`src/verilog/ledrp_pkg.sv`:
```
// constants for the led driver register pointer block
`default_nettype none
package ledrp_pkg;
  localparam int unsigned IDX_W = 5;
  localparam int unsigned DATA_W = 8;
  localparam int unsigned NUM_REGS = 18;
  localparam logic [4:0] IDX_MODE_CONTROL_FIRST = 5'h00;
  localparam logic [4:0] IDX_MODE_CONTROL_SECOND = 5'h01;
  localparam logic [4:0] IDX_CH0 = 5'h02;
  localparam logic [4:0] IDX_CH7 = 5'h09;
  localparam logic [4:0] IDX_GRP_DUTY = 5'h0A;
  localparam logic [4:0] IDX_GRP_PERIOD = 5'h0B;
  localparam logic [4:0] IDX_OUT_LOW = 5'h0C;
  localparam logic [4:0] IDX_OUT_HIGH = 5'h0D;
  localparam logic [4:0] IDX_SUB_A = 5'h0E;
  localparam logic [4:0] IDX_SUB_B = 5'h0F;
  localparam logic [4:0] IDX_SUB_C = 5'h10;
  localparam logic [4:0] IDX_BCAST = 5'h11;
  localparam logic [4:0] IDX_LAST = 5'h11;
  localparam int unsigned OPT_LSB = 5;
  localparam logic [2:0] OPT_NONE = 3'h0;
  localparam logic [2:0] OPT_ALL = 3'h4;
  localparam logic [2:0] OPT_DUTY = 3'h5;
  localparam logic [2:0] OPT_GROUP = 3'h6;
  localparam logic [2:0] OPT_DUTY_GROUP = 3'h7;
  localparam logic [7:0] RST_MODE_CONTROL_FIRST = 8'h11;
  localparam logic [7:0] RST_MODE_CONTROL_SECOND = 8'h00;
  localparam logic [7:0] RST_DUTY = 8'h00;
  localparam logic [7:0] RST_GRP_DUTY = 8'hFF;
  localparam logic [7:0] RST_GRP_PERIOD = 8'h00;
  localparam logic [7:0] RST_OUT = 8'h00;
  localparam logic [7:0] RST_SUB_A = 8'h92;
  localparam logic [7:0] RST_SUB_B = 8'h94;
  localparam logic [7:0] RST_SUB_C = 8'h98;
  localparam logic [7:0] RST_BCAST = 8'h90;
  localparam logic [7:0] MODE_CONTROL_FIRST_WMASK = 8'h1F;
  localparam logic [7:0] MODE_CONTROL_SECOND_WMASK = 8'h28;
  localparam logic [7:0] PTR_RST = 8'h00;
endpackage : ledrp_pkg
`default_nettype wire

```
`src/verilog/ledrp_advance.sv`:
```
// next register index from the current index and the increment option
`timescale 1ns/1ps
`default_nettype none
module ledrp_advance (
  input wire logic [4:0] idx, // current index
  input wire logic [2:0] opt, // increment option
  output logic [4:0] idx_next // index after one access
);
  wire logic [4:0] inc = idx + 5'h01;

  always_comb begin
    idx_next = idx;
    unique case (opt)
      ledrp_pkg::OPT_ALL: idx_next = (idx >= ledrp_pkg::IDX_LAST) ? ledrp_pkg::IDX_MODE_CONTROL_FIRST : inc;
      ledrp_pkg::OPT_DUTY: idx_next = (idx >= ledrp_pkg::IDX_CH7) ? ledrp_pkg::IDX_CH0 : inc;
      ledrp_pkg::OPT_GROUP: idx_next = (idx >= ledrp_pkg::IDX_GRP_PERIOD) ? ledrp_pkg::IDX_GRP_DUTY : inc;
      ledrp_pkg::OPT_DUTY_GROUP: idx_next = (idx >= ledrp_pkg::IDX_GRP_PERIOD) ? ledrp_pkg::IDX_CH0 : inc;
      // reserved options 001..011 are not to be written; hold the index, the safest reading
      default: idx_next = idx;
    endcase
  end
endmodule : ledrp_advance
`default_nettype wire

```
`src/verilog/ledrp_top.sv`:
```
// register bank and pointer byte behind the two-wire slave byte interface
//
// Operation
// - after an address match the first written byte of the transaction loads the pointer byte.
// - pointer bits 4..0 are the index of the register the next access reaches.
// - pointer bits 7..5 are the increment option, bit 7 enabling and bits 6..5 choosing the range.
// - with increment enabled the index advances by one after every data byte read or written.
// - with option 000 the index stays fixed and repeated writes overwrite the same register.
// - option 100 covers all registers and wraps from 11h to 00h.
// - option 101 covers the channel duty registers and wraps from 09h to 02h.
// - option 110 covers the two group registers and wraps from 0Bh to 0Ah.
// - option 111 covers the duty and group registers and wraps from 0Bh to 02h.
// - advancing changes only the index bits, the option bits keep their written value.
// - the written index, anywhere from 00h to 11h, is the first register accessed.
// - advancing and wrapping go on for as long as data bytes continue.
// - the map holds mode 00/01, duty 02-09, group duty 0A, period 0B, outputs 0C/0D, calls 0E-10, broadcast 11.
// - the top three bits of the first mode register read back the increment option.
`timescale 1ns/1ps
`default_nettype none
module ledrp_top #(
  parameter int unsigned NUM_CH = 8 // number of duty registers
) (
  input wire logic clk, // 200 MHz clock
  input wire logic arst_n, // async reset, active low
  input wire logic xfer_start, // pulse: address matched, transaction begins
  input wire logic xfer_stop, // pulse: transaction ended
  input wire logic wr_valid, // pulse: a received data byte
  input wire logic [7:0] wr_data, // received byte
  input wire logic rd_take, // pulse: byte on rd_data was shifted out
  output logic [7:0] rd_data, // byte to send on next read
  output logic [7:0] pointer, // pointer byte
  output logic [7:0] mode_first, // first mode register
  output logic [7:0] mode_second, // second mode register
  output logic [8*NUM_CH-1:0] duty_flat, // channel duties, channel 0 lowest
  output logic [7:0] grp_duty, // group duty
  output logic [7:0] grp_period, // group period
  output logic [15:0] out_state, // output states, low register lowest
  output logic [7:0] sub_a, // secondary call address a
  output logic [7:0] sub_b, // secondary call address b
  output logic [7:0] sub_c, // secondary call address c
  output logic [7:0] bcast // broadcast call address
);
  // the map has room for exactly eight duty registers
  if (NUM_CH != 8) begin : g_bad_num_ch
    $error("ledrp_top serves exactly eight channels");
  end

  logic [7:0] regs_reg [0:17];
  logic [7:0] ptr_reg;
  logic ptr_due_reg;
  logic [7:0] rd_data_reg;

  wire logic [4:0] idx = ptr_reg[4:0];
  wire logic [2:0] opt = ptr_reg[7:5];
  wire logic [4:0] idx_adv;
  wire logic load_ptr = wr_valid && ptr_due_reg;
  wire logic data_wr = wr_valid && !ptr_due_reg;
  wire logic access = data_wr || rd_take;
  wire logic in_map = idx <= ledrp_pkg::IDX_LAST;
  wire logic [4:0] rd_idx = load_ptr ? wr_data[4:0] : (access ? idx_adv : idx);

  ledrp_advance u_adv (
    .idx(idx),
    .opt(opt),
    .idx_next(idx_adv)
  );

  function automatic logic [7:0] reset_value(input int unsigned i);
    if (i == 0) return ledrp_pkg::RST_MODE_CONTROL_FIRST;
    if (i == 1) return ledrp_pkg::RST_MODE_CONTROL_SECOND;
    if (i <= 9) return ledrp_pkg::RST_DUTY;
    if (i == 10) return ledrp_pkg::RST_GRP_DUTY;
    if (i == 11) return ledrp_pkg::RST_GRP_PERIOD;
    if (i <= 13) return ledrp_pkg::RST_OUT;
    if (i == 14) return ledrp_pkg::RST_SUB_A;
    if (i == 15) return ledrp_pkg::RST_SUB_B;
    if (i == 16) return ledrp_pkg::RST_SUB_C;
    return ledrp_pkg::RST_BCAST;
  endfunction : reset_value

  // read view: mode 1 top bits mirror the live option, mode 2 reserved bits stay zero
  function automatic logic [7:0] view(input logic [4:0] i, input logic [2:0] o, input logic [7:0] raw);
    if (i == ledrp_pkg::IDX_MODE_CONTROL_FIRST) return {o, raw[4:0]};
    if (i == ledrp_pkg::IDX_MODE_CONTROL_SECOND) return raw & ledrp_pkg::MODE_CONTROL_SECOND_WMASK;
    return raw;
  endfunction : view

  wire logic [2:0] rd_opt = load_ptr ? wr_data[7:5] : opt;
  wire logic [7:0] rd_raw = (rd_idx <= ledrp_pkg::IDX_LAST) ? regs_reg[rd_idx] : 8'h00;
  wire logic [7:0] rd_next = view(rd_idx, rd_opt, rd_raw);

  always_ff @(posedge clk or negedge arst_n) begin
    if (!arst_n) begin
      ptr_due_reg <= 1'b0;
    end else if (xfer_start) begin
      ptr_due_reg <= 1'b1;
    end else if (wr_valid || xfer_stop || rd_take) begin
      ptr_due_reg <= 1'b0;
    end
  end

  always_ff @(posedge clk or negedge arst_n) begin
    if (!arst_n) begin
      ptr_reg <= ledrp_pkg::PTR_RST;
    end else if (load_ptr) begin
      ptr_reg <= wr_data;
    end else if (access) begin
      ptr_reg <= {opt, idx_adv};
    end
  end

  genvar g;
  generate
    for (g = 0; g < 18; g++) begin : g_reg
      always_ff @(posedge clk or negedge arst_n) begin
        if (!arst_n) begin
          regs_reg[g] <= reset_value(g);
        end else if (data_wr && in_map && idx == 5'(g)) begin
          if (g == 0) regs_reg[g] <= (wr_data & ledrp_pkg::MODE_CONTROL_FIRST_WMASK) | (regs_reg[g] & ~ledrp_pkg::MODE_CONTROL_FIRST_WMASK);
          else if (g == 1) regs_reg[g] <= wr_data & ledrp_pkg::MODE_CONTROL_SECOND_WMASK;
          else regs_reg[g] <= wr_data;
        end
      end
    end
  endgenerate

  always_ff @(posedge clk or negedge arst_n) begin
    if (!arst_n) begin
      rd_data_reg <= ledrp_pkg::RST_MODE_CONTROL_FIRST & ledrp_pkg::MODE_CONTROL_FIRST_WMASK;
    end else begin
      rd_data_reg <= rd_next;
    end
  end

  // outputs are the storage flops themselves
  always_comb begin
    rd_data = rd_data_reg;
    pointer = ptr_reg;
    mode_first = regs_reg[0];
    mode_second = regs_reg[1];
    for (int i = 0; i < 8; i++) begin
      duty_flat[8*i +: 8] = regs_reg[2+i];
    end
    grp_duty = regs_reg[10];
    grp_period = regs_reg[11];
    out_state = {regs_reg[13], regs_reg[12]};
    sub_a = regs_reg[14];
    sub_b = regs_reg[15];
    sub_c = regs_reg[16];
    bcast = regs_reg[17];
  end
endmodule : ledrp_top
`default_nettype wire

```
`config.mk`:
```
export PLATFORM = sky130hd
export DESIGN_NAME = ledrp_top
export DESIGN_NICKNAME = d
export VERILOG_FILES = /design/src/verilog/ledrp_pkg.sv /design/src/verilog/ledrp_advance.sv /design/src/verilog/ledrp_top.sv
export SDC_FILE = /design/constraint.sdc
export NUM_CORES = 1
export LEC_CHECK = 0
export CAP_MARGIN = 20
export CELL_PAD_IN_SITES_DETAIL_PLACEMENT = 0
export CELL_PAD_IN_SITES_GLOBAL_PLACEMENT = 1
export CORE_UTILIZATION = 42
export DETAILED_ROUTE_END_ITERATION = 8
export DONT_BUFFER_PORTS = 1
export HOLD_SLACK_MARGIN = 0.15
export PLACE_DENSITY = 0.73
export REMOVE_ABC_BUFFERS = 1
export SETUP_SLACK_MARGIN = 0.1
export SYNTH_ARGS = -nofsm -noshare
export SYNTH_HDL_FRONTEND = slang
export SYNTH_SLANG_ARGS = --single-unit
```
`constraint.sdc`:
```
create_clock -name clk -period 3.2 [get_ports clk]
set_input_delay 0.48 -clock clk [delete_from_list [all_inputs] [get_ports clk]]
set_output_delay 0.48 -clock clk [all_outputs]
set_load 0.02 [all_outputs]
```
==> results of run 1 <==
==> logic make-up after synthesis <==
family	synth area share, %
other	0.0499
DFF	50.9
buffers and inverters	4.19
muxes	26.5
adders and majority gates	0.832
xor gates and xnor gates	0.116
AOI/OAI and AO/OA	8.55
and+or+nand+nor	8.83
==> worst register-to-register path, stage by stage (launching register included) <==
cell and delay [ns]:
sky130_fd_sc_hd__dfrtp_1 0.41, sky130_fd_sc_hd__ha_4 0.19, sky130_fd_sc_hd__o41ai_4 0.35, sky130_fd_sc_hd__or4b_4 0.50, sky130_fd_sc_hd__and4b_1 0.22, sky130_fd_sc_hd__or2_4 0.27
sky130_fd_sc_hd__clkinv_8 0.08, sky130_fd_sc_hd__buf_8 0.13, sky130_fd_sc_hd__mux2i_1 0.09, sky130_fd_sc_hd__mux2_4 0.31, sky130_fd_sc_hd__a221o_1 0.34, sky130_fd_sc_hd__o211ai_1 0.14
==> power by group through the flow <==
stage / clock network, uW / registers, uW / logic [uW]
floorplan: 0 / 4280 / 1670
global placement: 0 / 4540 / 2550
detailed placement: 0 / 4580 / 2590
CTS: 2160 / 4560 / 2890
global route: 2230 / 4660 / 3160
finish: 2140 / 4550 / 2960
==> cells in the final DEF, fill, tap and decap left out, drive strengths merged, types with 2 or more instances in the layout <==
master / synthesis / final
conb: 1 / 9
a221oi: 6 / 6
ha: 5 / 5
dfstp: 23 / 23
inv: 12 / 12
dfrtp: 129 / 129
nand2b: 3 / 3
clkbuf: 24 / 23
a311oi: 4 / 4
nand3: 15 / 15
or2: 2 / 2
nor2: 12 / 12
a211oi: 3 / 3
a21oi: 10 / 10
a31oi: 3 / 3
buf: 28 / 52
clkinv: 2 / 6
and3: 6 / 6
bufinv: 0 / 4
mux2: 144 / 144
and2: 4 / 4
nand2: 72 / 72
nor3: 8 / 8
mux2i: 37 / 37
nand4: 11 / 11
a31o: 5 / 5
o211ai: 8 / 8
a32oi: 8 / 8
nor2b: 2 / 2
o221ai: 4 / 4
a22oi: 2 / 2
o22ai: 6 / 6
o21ai: 14 / 14
nor4: 4 / 4
==> final cells by class <==
class	instances	area [um2]	share of cell area, %
clock buffers	23	478	5.40
clock inverters	8	144	1.62
inverters	14	65.1	0.735
multi-input cells	423	3530	39.8
flip-flops and latches	152	3830	43.3
well taps	225	282	3.18
repair buffers	52	528	5.96
==> layer usage <==
metal  vias up  track usage [%]
li1       2343                -
met1      2874             34.8
met2       232             43.2
met3        38             9.92
met4         0             9.30
met5         -                0
==> per-stage QoR <==
step	hold slack [ns]	std cells	util [%]	cell area, um2	setup slack [ns]
2_1_floorplan	0.184	589	-	7290	-0.975
3_3_place_gp	0.188	852	45.4	7910	-0.215
3_5_place_dp	0.188	852	45.4	7910	-0.221
4_1_cts	-0.258	896	50.5	8790	0.0590
5_1_grt	-0.265	897	50.8	8860	-0.0299
6_report	-0.248	897	50.8	8860	0.0566
==> worst max path at each step <==
| stage | startpoint | end | slack, ns |
|---|---|---|---|
| floorplan | pointer[1] | rd_data[0] | -0.97 |
| global placement | pointer[1] | rd_data[1] | -0.22 |
| detailed placement | pointer[1] | rd_data[1] | -0.22 |
| CTS | pointer[0] | rd_data[0] | 0.06 |
| global route | pointer[1] | rd_data[0] | -0.03 |
| finish | pointer[0] | rd_data[0] | 0.06 |
==> timing repair <==
item / in CTS / in global routing
pin swaps: 13 / 7
endpoints found under the hold margin: 152 / 152
cloned: 2 / 0
gates resized for setup: 29 / 14
endpoints found under the setup margin: 7 / 8
setup buffers: 11 / 1
==> impl_summary.txt, run 1 <==
----------------------------------------------------
[Worst setup path]
  CP startpoint kind ... flip-flop
  Count of buffering cells on the critical path with inverters included ... 2
  Register-to-register setup slack ... 0.06 ns
  Worst endpoint required time ... 3.52 ns
  Cells on worst reg2reg path ... 11
  Data arrival at the endpoint of the critical path ... 3.46 ns
  Highest net fanout along the worst path ... 7
  Cells traversed along the worst timing path ... ha_4 -> o41ai_4 -> or4b_4 -> and4b_1 -> or2_4 -> clkinv_8 -> buf_8 -> mux2i_1 -> mux2_4 -> a221o_1 -> o211ai_1
  Startpoint of the worst-slack reg-to-reg timing path ... pointer[0]
  Reg-to-Reg End ... rd_data[0]
  Highest cell delay on the worst timing path ... 0.50 ns
  Kind of end point of the critical path ... flip-flop
  Depth of the critical timing path with buffers and inverters included ... 11
  Critical setup path kind ... flip-flop to flip-flop
  Cell with the largest stage delay on the worst path ... sky130_fd_sc_hd__or4b_4
  Top Family by Delay on Critical Path ... simple AND/OR/NAND/NOR gates

[Synth]
  Synth top area share ... 42.9%
  Total of flip-flops plus latches after synthesis ... 152
  Part of the Yosys area used for sequential elements ... 50.9%
  Commonest cells post-synth ... sky130_fd_sc_hd__mux2_2, sky130_fd_sc_hd__dfrtp_1, sky130_fd_sc_hd__nand2_1
  Most numerous cell in the Yosys netlist ... sky130_fd_sc_hd__mux2_2
  Post-synth EDFFs ... 0
  Flip-flop cell with the highest count after synthesis ... sky130_fd_sc_hd__dfrtp_1
  Avg Cell Area, Syn ... 11.9 um2
  Number of distinct library cells after synthesis ... 55
  Yosys warns ... 0
  Top cell type by total area after synthesis ... sky130_fd_sc_hd__dfrtp_1
  Largest cells by area after synthesis ... sky130_fd_sc_hd__dfrtp_1, sky130_fd_sc_hd__mux2_2, sky130_fd_sc_hd__dfstp_2, sky130_fd_sc_hd__mux2i_1, sky130_fd_sc_hd__nand2_1
  Number of instances in the synthesized netlist ... 633
  Synthesized area ... 0.00752 mm2
  Post-synthesis async set-or-reset flop share ... 100%

[Routing]
  Count of antenna-violating nets left after detailed routing ... 0
  Vias per Instance ... 6.12
  Wire length on met1 ... 10100 um
  Detailed router's first-iteration violation count ... 458
  Top sig layer ... met4
  Iteration count of the initial detailed-routing pass ... 5
  Vias ... 5487
  Sum of met2 wire segment lengths after detailed routing ... 11600 um
  WL per Instance ... 27.5 um
  Final WL ... 24600 um
  Post-route DRC ... 0
  Length of routed met3 wiring ... 2360 um

[Global route]
  Number of global-route vias before repair ... 5643
  Combined global-route utilization of all metal layers ... 27.4%
  First-pass GRT wire length ... 36200 um
  Pin count of the biggest net entering global routing ... 153
  Grt total ovfl ... 0
  Number of antenna violations at the first check in global routing ... 0

[Cells and area]
  Number of flip-flops in the largest register ... 64
  Number of filler cells placed in the layout ... 1547
  Area Growth Syn to Fin ... 17.7%
  N_diodes ... 0
  Fraction of layout cells with a size suffix above 1 ... 41.8%
  NumNets Final ... 679

[CTS]
  Worst skew pair latency ... 0.43 ns
  Buffer type at the clock tree root ... sky130_fd_sc_hd__clkbuf_16
  TritonCTS clock tree ... done
  Clock-pin transition on the worst setup and hold timing paths ... 0.06 ns
  Number of buffers created by CTS ... 17
  Count of H-tree levels built during CTS ... 4
  Maximum root-to-sink buffer count ... 2
  Total clock sinks ... 152

[Floorplanning]
  Effective utilization at floorplan ... 43.2%
  Std cell rows ... 48
  Std-Cell Core Area ... 0.0174 mm2
  Full die area ... 0.0184 mm2
  Chip width ... 136 um
  Chip Height ... 136 um
  I/O Pins ... 174

[Placed design]
  Detailed-placement wirelength estimate ... 17000 um
  Input/output buffers ... 0
  Global placer's final weighted congestion ... 0.937

[STA]
  Number of max-slew violations in the final report ... 0
  Post-route clock period utilization ... 98.2%
  Count of final hold-check violations ... 131
  Max-slew headroom at the worst pin ... 58.1%
  Fin Clk Skew ... 0.00663 ns
  RSZ-0062 raised after global routing ... true
  Worst Tran Pin Value ... 0.628 ns
  Fmax ... 0.318 GHz
  Setup TNS ... 0 ns
  Setup violations, final ... 0
  Final critical delay including setup and external delays ... 3.14 ns
  Hold Slack ... -0.248 ns

[Pwr]
  Pint ... 5620 uW
  Combinational share of power ... 30.6%
  Total power density per cell area ... 1090 mW/mm2
  Switching power as a share of total power ... 41.7%
  Largest voltage drop on the vdd net ... 578 uV
  Power consumption ... 9650 uW
  Portion of total power attributed to the clock network ... 22.2%
  Static power due to leakage ... 0.00403 uW
  Share of power burned in registers ... 47.2%
  Switch Pwr ... 4030 uW

[Worst hold path]
  Class of the worst hold path ... input port to asynchronous set/reset pin

[Run status]
  Failing checks ... negative hold slack
  Run status ... complete, but fails checks

[Job]
  Maxcap violations ... 0

----------------------------------------------------
Note: power is estimated with default switching activity, not from simulation.
==> run 2, diff against run 1 <==
--- a/config.mk
+++ b/config.mk
@@ -13,7 +13,6 @@
 export DONT_BUFFER_PORTS = 1
 export HOLD_SLACK_MARGIN = 0.15
 export PLACE_DENSITY = 0.73
-export REMOVE_ABC_BUFFERS = 1
 export SETUP_SLACK_MARGIN = 0.1
 export SYNTH_ARGS = -nofsm -noshare
 export SYNTH_HDL_FRONTEND = slang
==> constraint.sdc (replaced) <==
create_clock -name clk -period 3.2 [get_ports clk]
set_input_delay 0.64 -clock clk [delete_from_list [all_inputs] [get_ports clk]]
set_output_delay 0.64 -clock clk [all_outputs]
set_load 0.02 [all_outputs]
==> impl_summary.txt, run 2 (synthesized netlist as in run 1, its figures left out) <==
----------------------------------------------------
[Run status]
  Run status ... complete, but fails checks
  Failing checks ... negative hold slack

[STA]
  Max-slew headroom at the worst pin ... 56.3%
  Setup TNS ... 0 ns
  Setup slack of the critical path after layout ... 0.157 ns
  Post-route clock period utilization ... 95.1%
  Fin Clk Skew ... 0.00773 ns
  Fmax ... 0.329 GHz
  Final critical delay including setup and external delays ... 3.04 ns
  Setup violations, final ... 0
  Count of final hold-check violations ... 129
  Number of max-slew violations in the final report ... 0
  RSZ-0062 raised after global routing ... true
  Hold Slack ... -0.0877 ns
  Worst Tran Pin Value ... 0.654 ns

[Worst hold path]
  Class of the worst hold path ... input port to asynchronous set/reset pin

[Cells and area]
  Fraction of layout cells with a size suffix above 1 ... 42.0%
  Commonest cells after routing, fill and taps aside ... sky130_fd_sc_hd__mux2_2, sky130_fd_sc_hd__dfrtp_1, sky130_fd_sc_hd__nand2_1, sky130_fd_sc_hd__buf_4, sky130_fd_sc_hd__mux2i_1
  NumNets Final ... 685
  Final design area excluding fillers ... 0.00874 mm2
  Area Growth Syn to Fin ... 16.2%
  Commonest non-fill, non-tap cell in the layout ... sky130_fd_sc_hd__mux2_2
  Number of flip-flops in the largest register ... 64
  Number of cells in the finished layout apart from fillers ... 904
  N_diodes ... 0

[CTS]
  Number of buffers created by CTS ... 17
  TritonCTS clock tree ... done
  Count of H-tree levels built during CTS ... 4
  Worst skew pair latency ... 0.43 ns
  Maximum root-to-sink buffer count ... 2
  Clock-pin transition on the worst setup and hold timing paths ... 0.06 ns
  Buffer type at the clock tree root ... sky130_fd_sc_hd__clkbuf_16
  Total clock sinks ... 152

[Floorplanning]
  Std-Cell Core Area ... 0.0174 mm2
  Std cell rows ... 48
  Effective utilization at floorplan ... 43.2%
  Chip width ... 136 um
  I/O Pins ... 174
  Chip Height ... 136 um
  Full die area ... 0.0184 mm2

[Worst setup path]
  Highest net fanout along the worst path ... 8
  Worst endpoint required time ... 3.53 ns
  Top Family by Delay on Critical Path ... simple AND/OR/NAND/NOR gates
  CP startpoint kind ... flip-flop
  Startpoint of the worst-slack reg-to-reg timing path ... pointer[1]
  Critical path startpoint ... pointer[1]
  Count of buffering cells on the critical path with inverters included ... 3
  Kind of end point of the critical path ... flip-flop
  Highest cell delay on the worst timing path ... 0.52 ns
  Cells traversed along the worst timing path ... buf_4 -> o41ai_4 -> or4b_4 -> and4b_1 -> or2_4 -> inv_8 -> buf_12 -> mux2_2 -> a22oi_2 -> a31o_2 -> o211ai_1
  Data arrival at the endpoint of the critical path ... 3.37 ns
  Cell with the largest stage delay on the worst path ... sky130_fd_sc_hd__or4b_4
  Critical setup path kind ... flip-flop to flip-flop

[Pwr]
  Static power due to leakage ... 0.00400 uW
  Total power density per cell area ... 1060 mW/mm2
  Largest voltage drop on the vdd net ... 527 uV

[Routing]
  Count of antenna-violating nets left after detailed routing ... 0
  Vias per Instance ... 6.17
  WL per Instance ... 27.6 um
  Final WL ... 25000 um
  Vias ... 5580
  Detailed router's first-iteration violation count ... 316
  Iteration count of the initial detailed-routing pass ... 4
  Post-route DRC ... 0

[Global route]
  Number of global-route vias before repair ... 5826
  Pin count of the biggest net entering global routing ... 153
  Number of antenna violations at the first check in global routing ... 0
  Combined global-route utilization of all metal layers ... 27.9%
  First-pass GRT wire length ... 36800 um
  Grt total ovfl ... 0

[Placed design]
  Detailed-placement wirelength estimate ... 17800 um
  Input/output buffers ... 0
  Cell area reported after detailed placement ... 0.00803 mm2
  Pre-CTS setup slack ... 0.00273 ns
  Dpl cells ... 865
  Global placer's final weighted congestion ... 0.881

[Job]
  Maxcap violations ... 0

----------------------------------------------------
## run 2: worst paths after layout
path	slack (ns)	to	cells past startpoint
max	0.16	rd_data[4]	11
min	-0.09	out_state[4]	0
max reg2reg	0.16	rd_data[4]	11
min reg2reg	0.68	sub_b[2]	1
max in group asynchronous	3.03	rd_data[0]	0
min in group clk	0.32	ptr_due_reg	1
## run 2: timing repair
action / in CTS / in global routing
hold endpoints to repair: 152 / 152
pin swaps: 0 / 6
setup endpoints to repair: 8 / 8
buffers inserted: 0 / 6
gates cloned: 0 / 1
resized for setup: 5 / 19
## run 2: layout make-up
cell class,instances,area (um2)
timing repair buffer,58,510
clock inverter,6,40.0
multi-input combinational,423,3500
tap,225,282
clock buffer,26,519
sequential,152,3830
inverter,14,60.1
fill,1541,8670
## run 2: layer usage
layer / routed length [um] / track usage [%] / part of all wire [%]
met5: 0 / 0 / 0
met3: 1970 / 8.35 / 7.9
met2: 12500 / 46.6 / 50
met1: 9900 / 33.7 / 40
met4: 664 / 10.8 / 2.7
## run 2: metrics by stage
step                hold WS [ns]  utilization [%]  power [uW]
global placement           0.351             46.1        7160
CTS                       -0.105             49.4        9160
detailed placement         0.349             46.1        7250
floorplan                  0.344                -        6080
global route              -0.106             50.2        9690
finish                   -0.0877             50.2        9280
## run 2: power breakdown
group          total [uW]  internal (uW)  switching [uW]
Clock                1890           1110             774
Combinational        2810           1430            1380
Sequential           4590           2770            1810
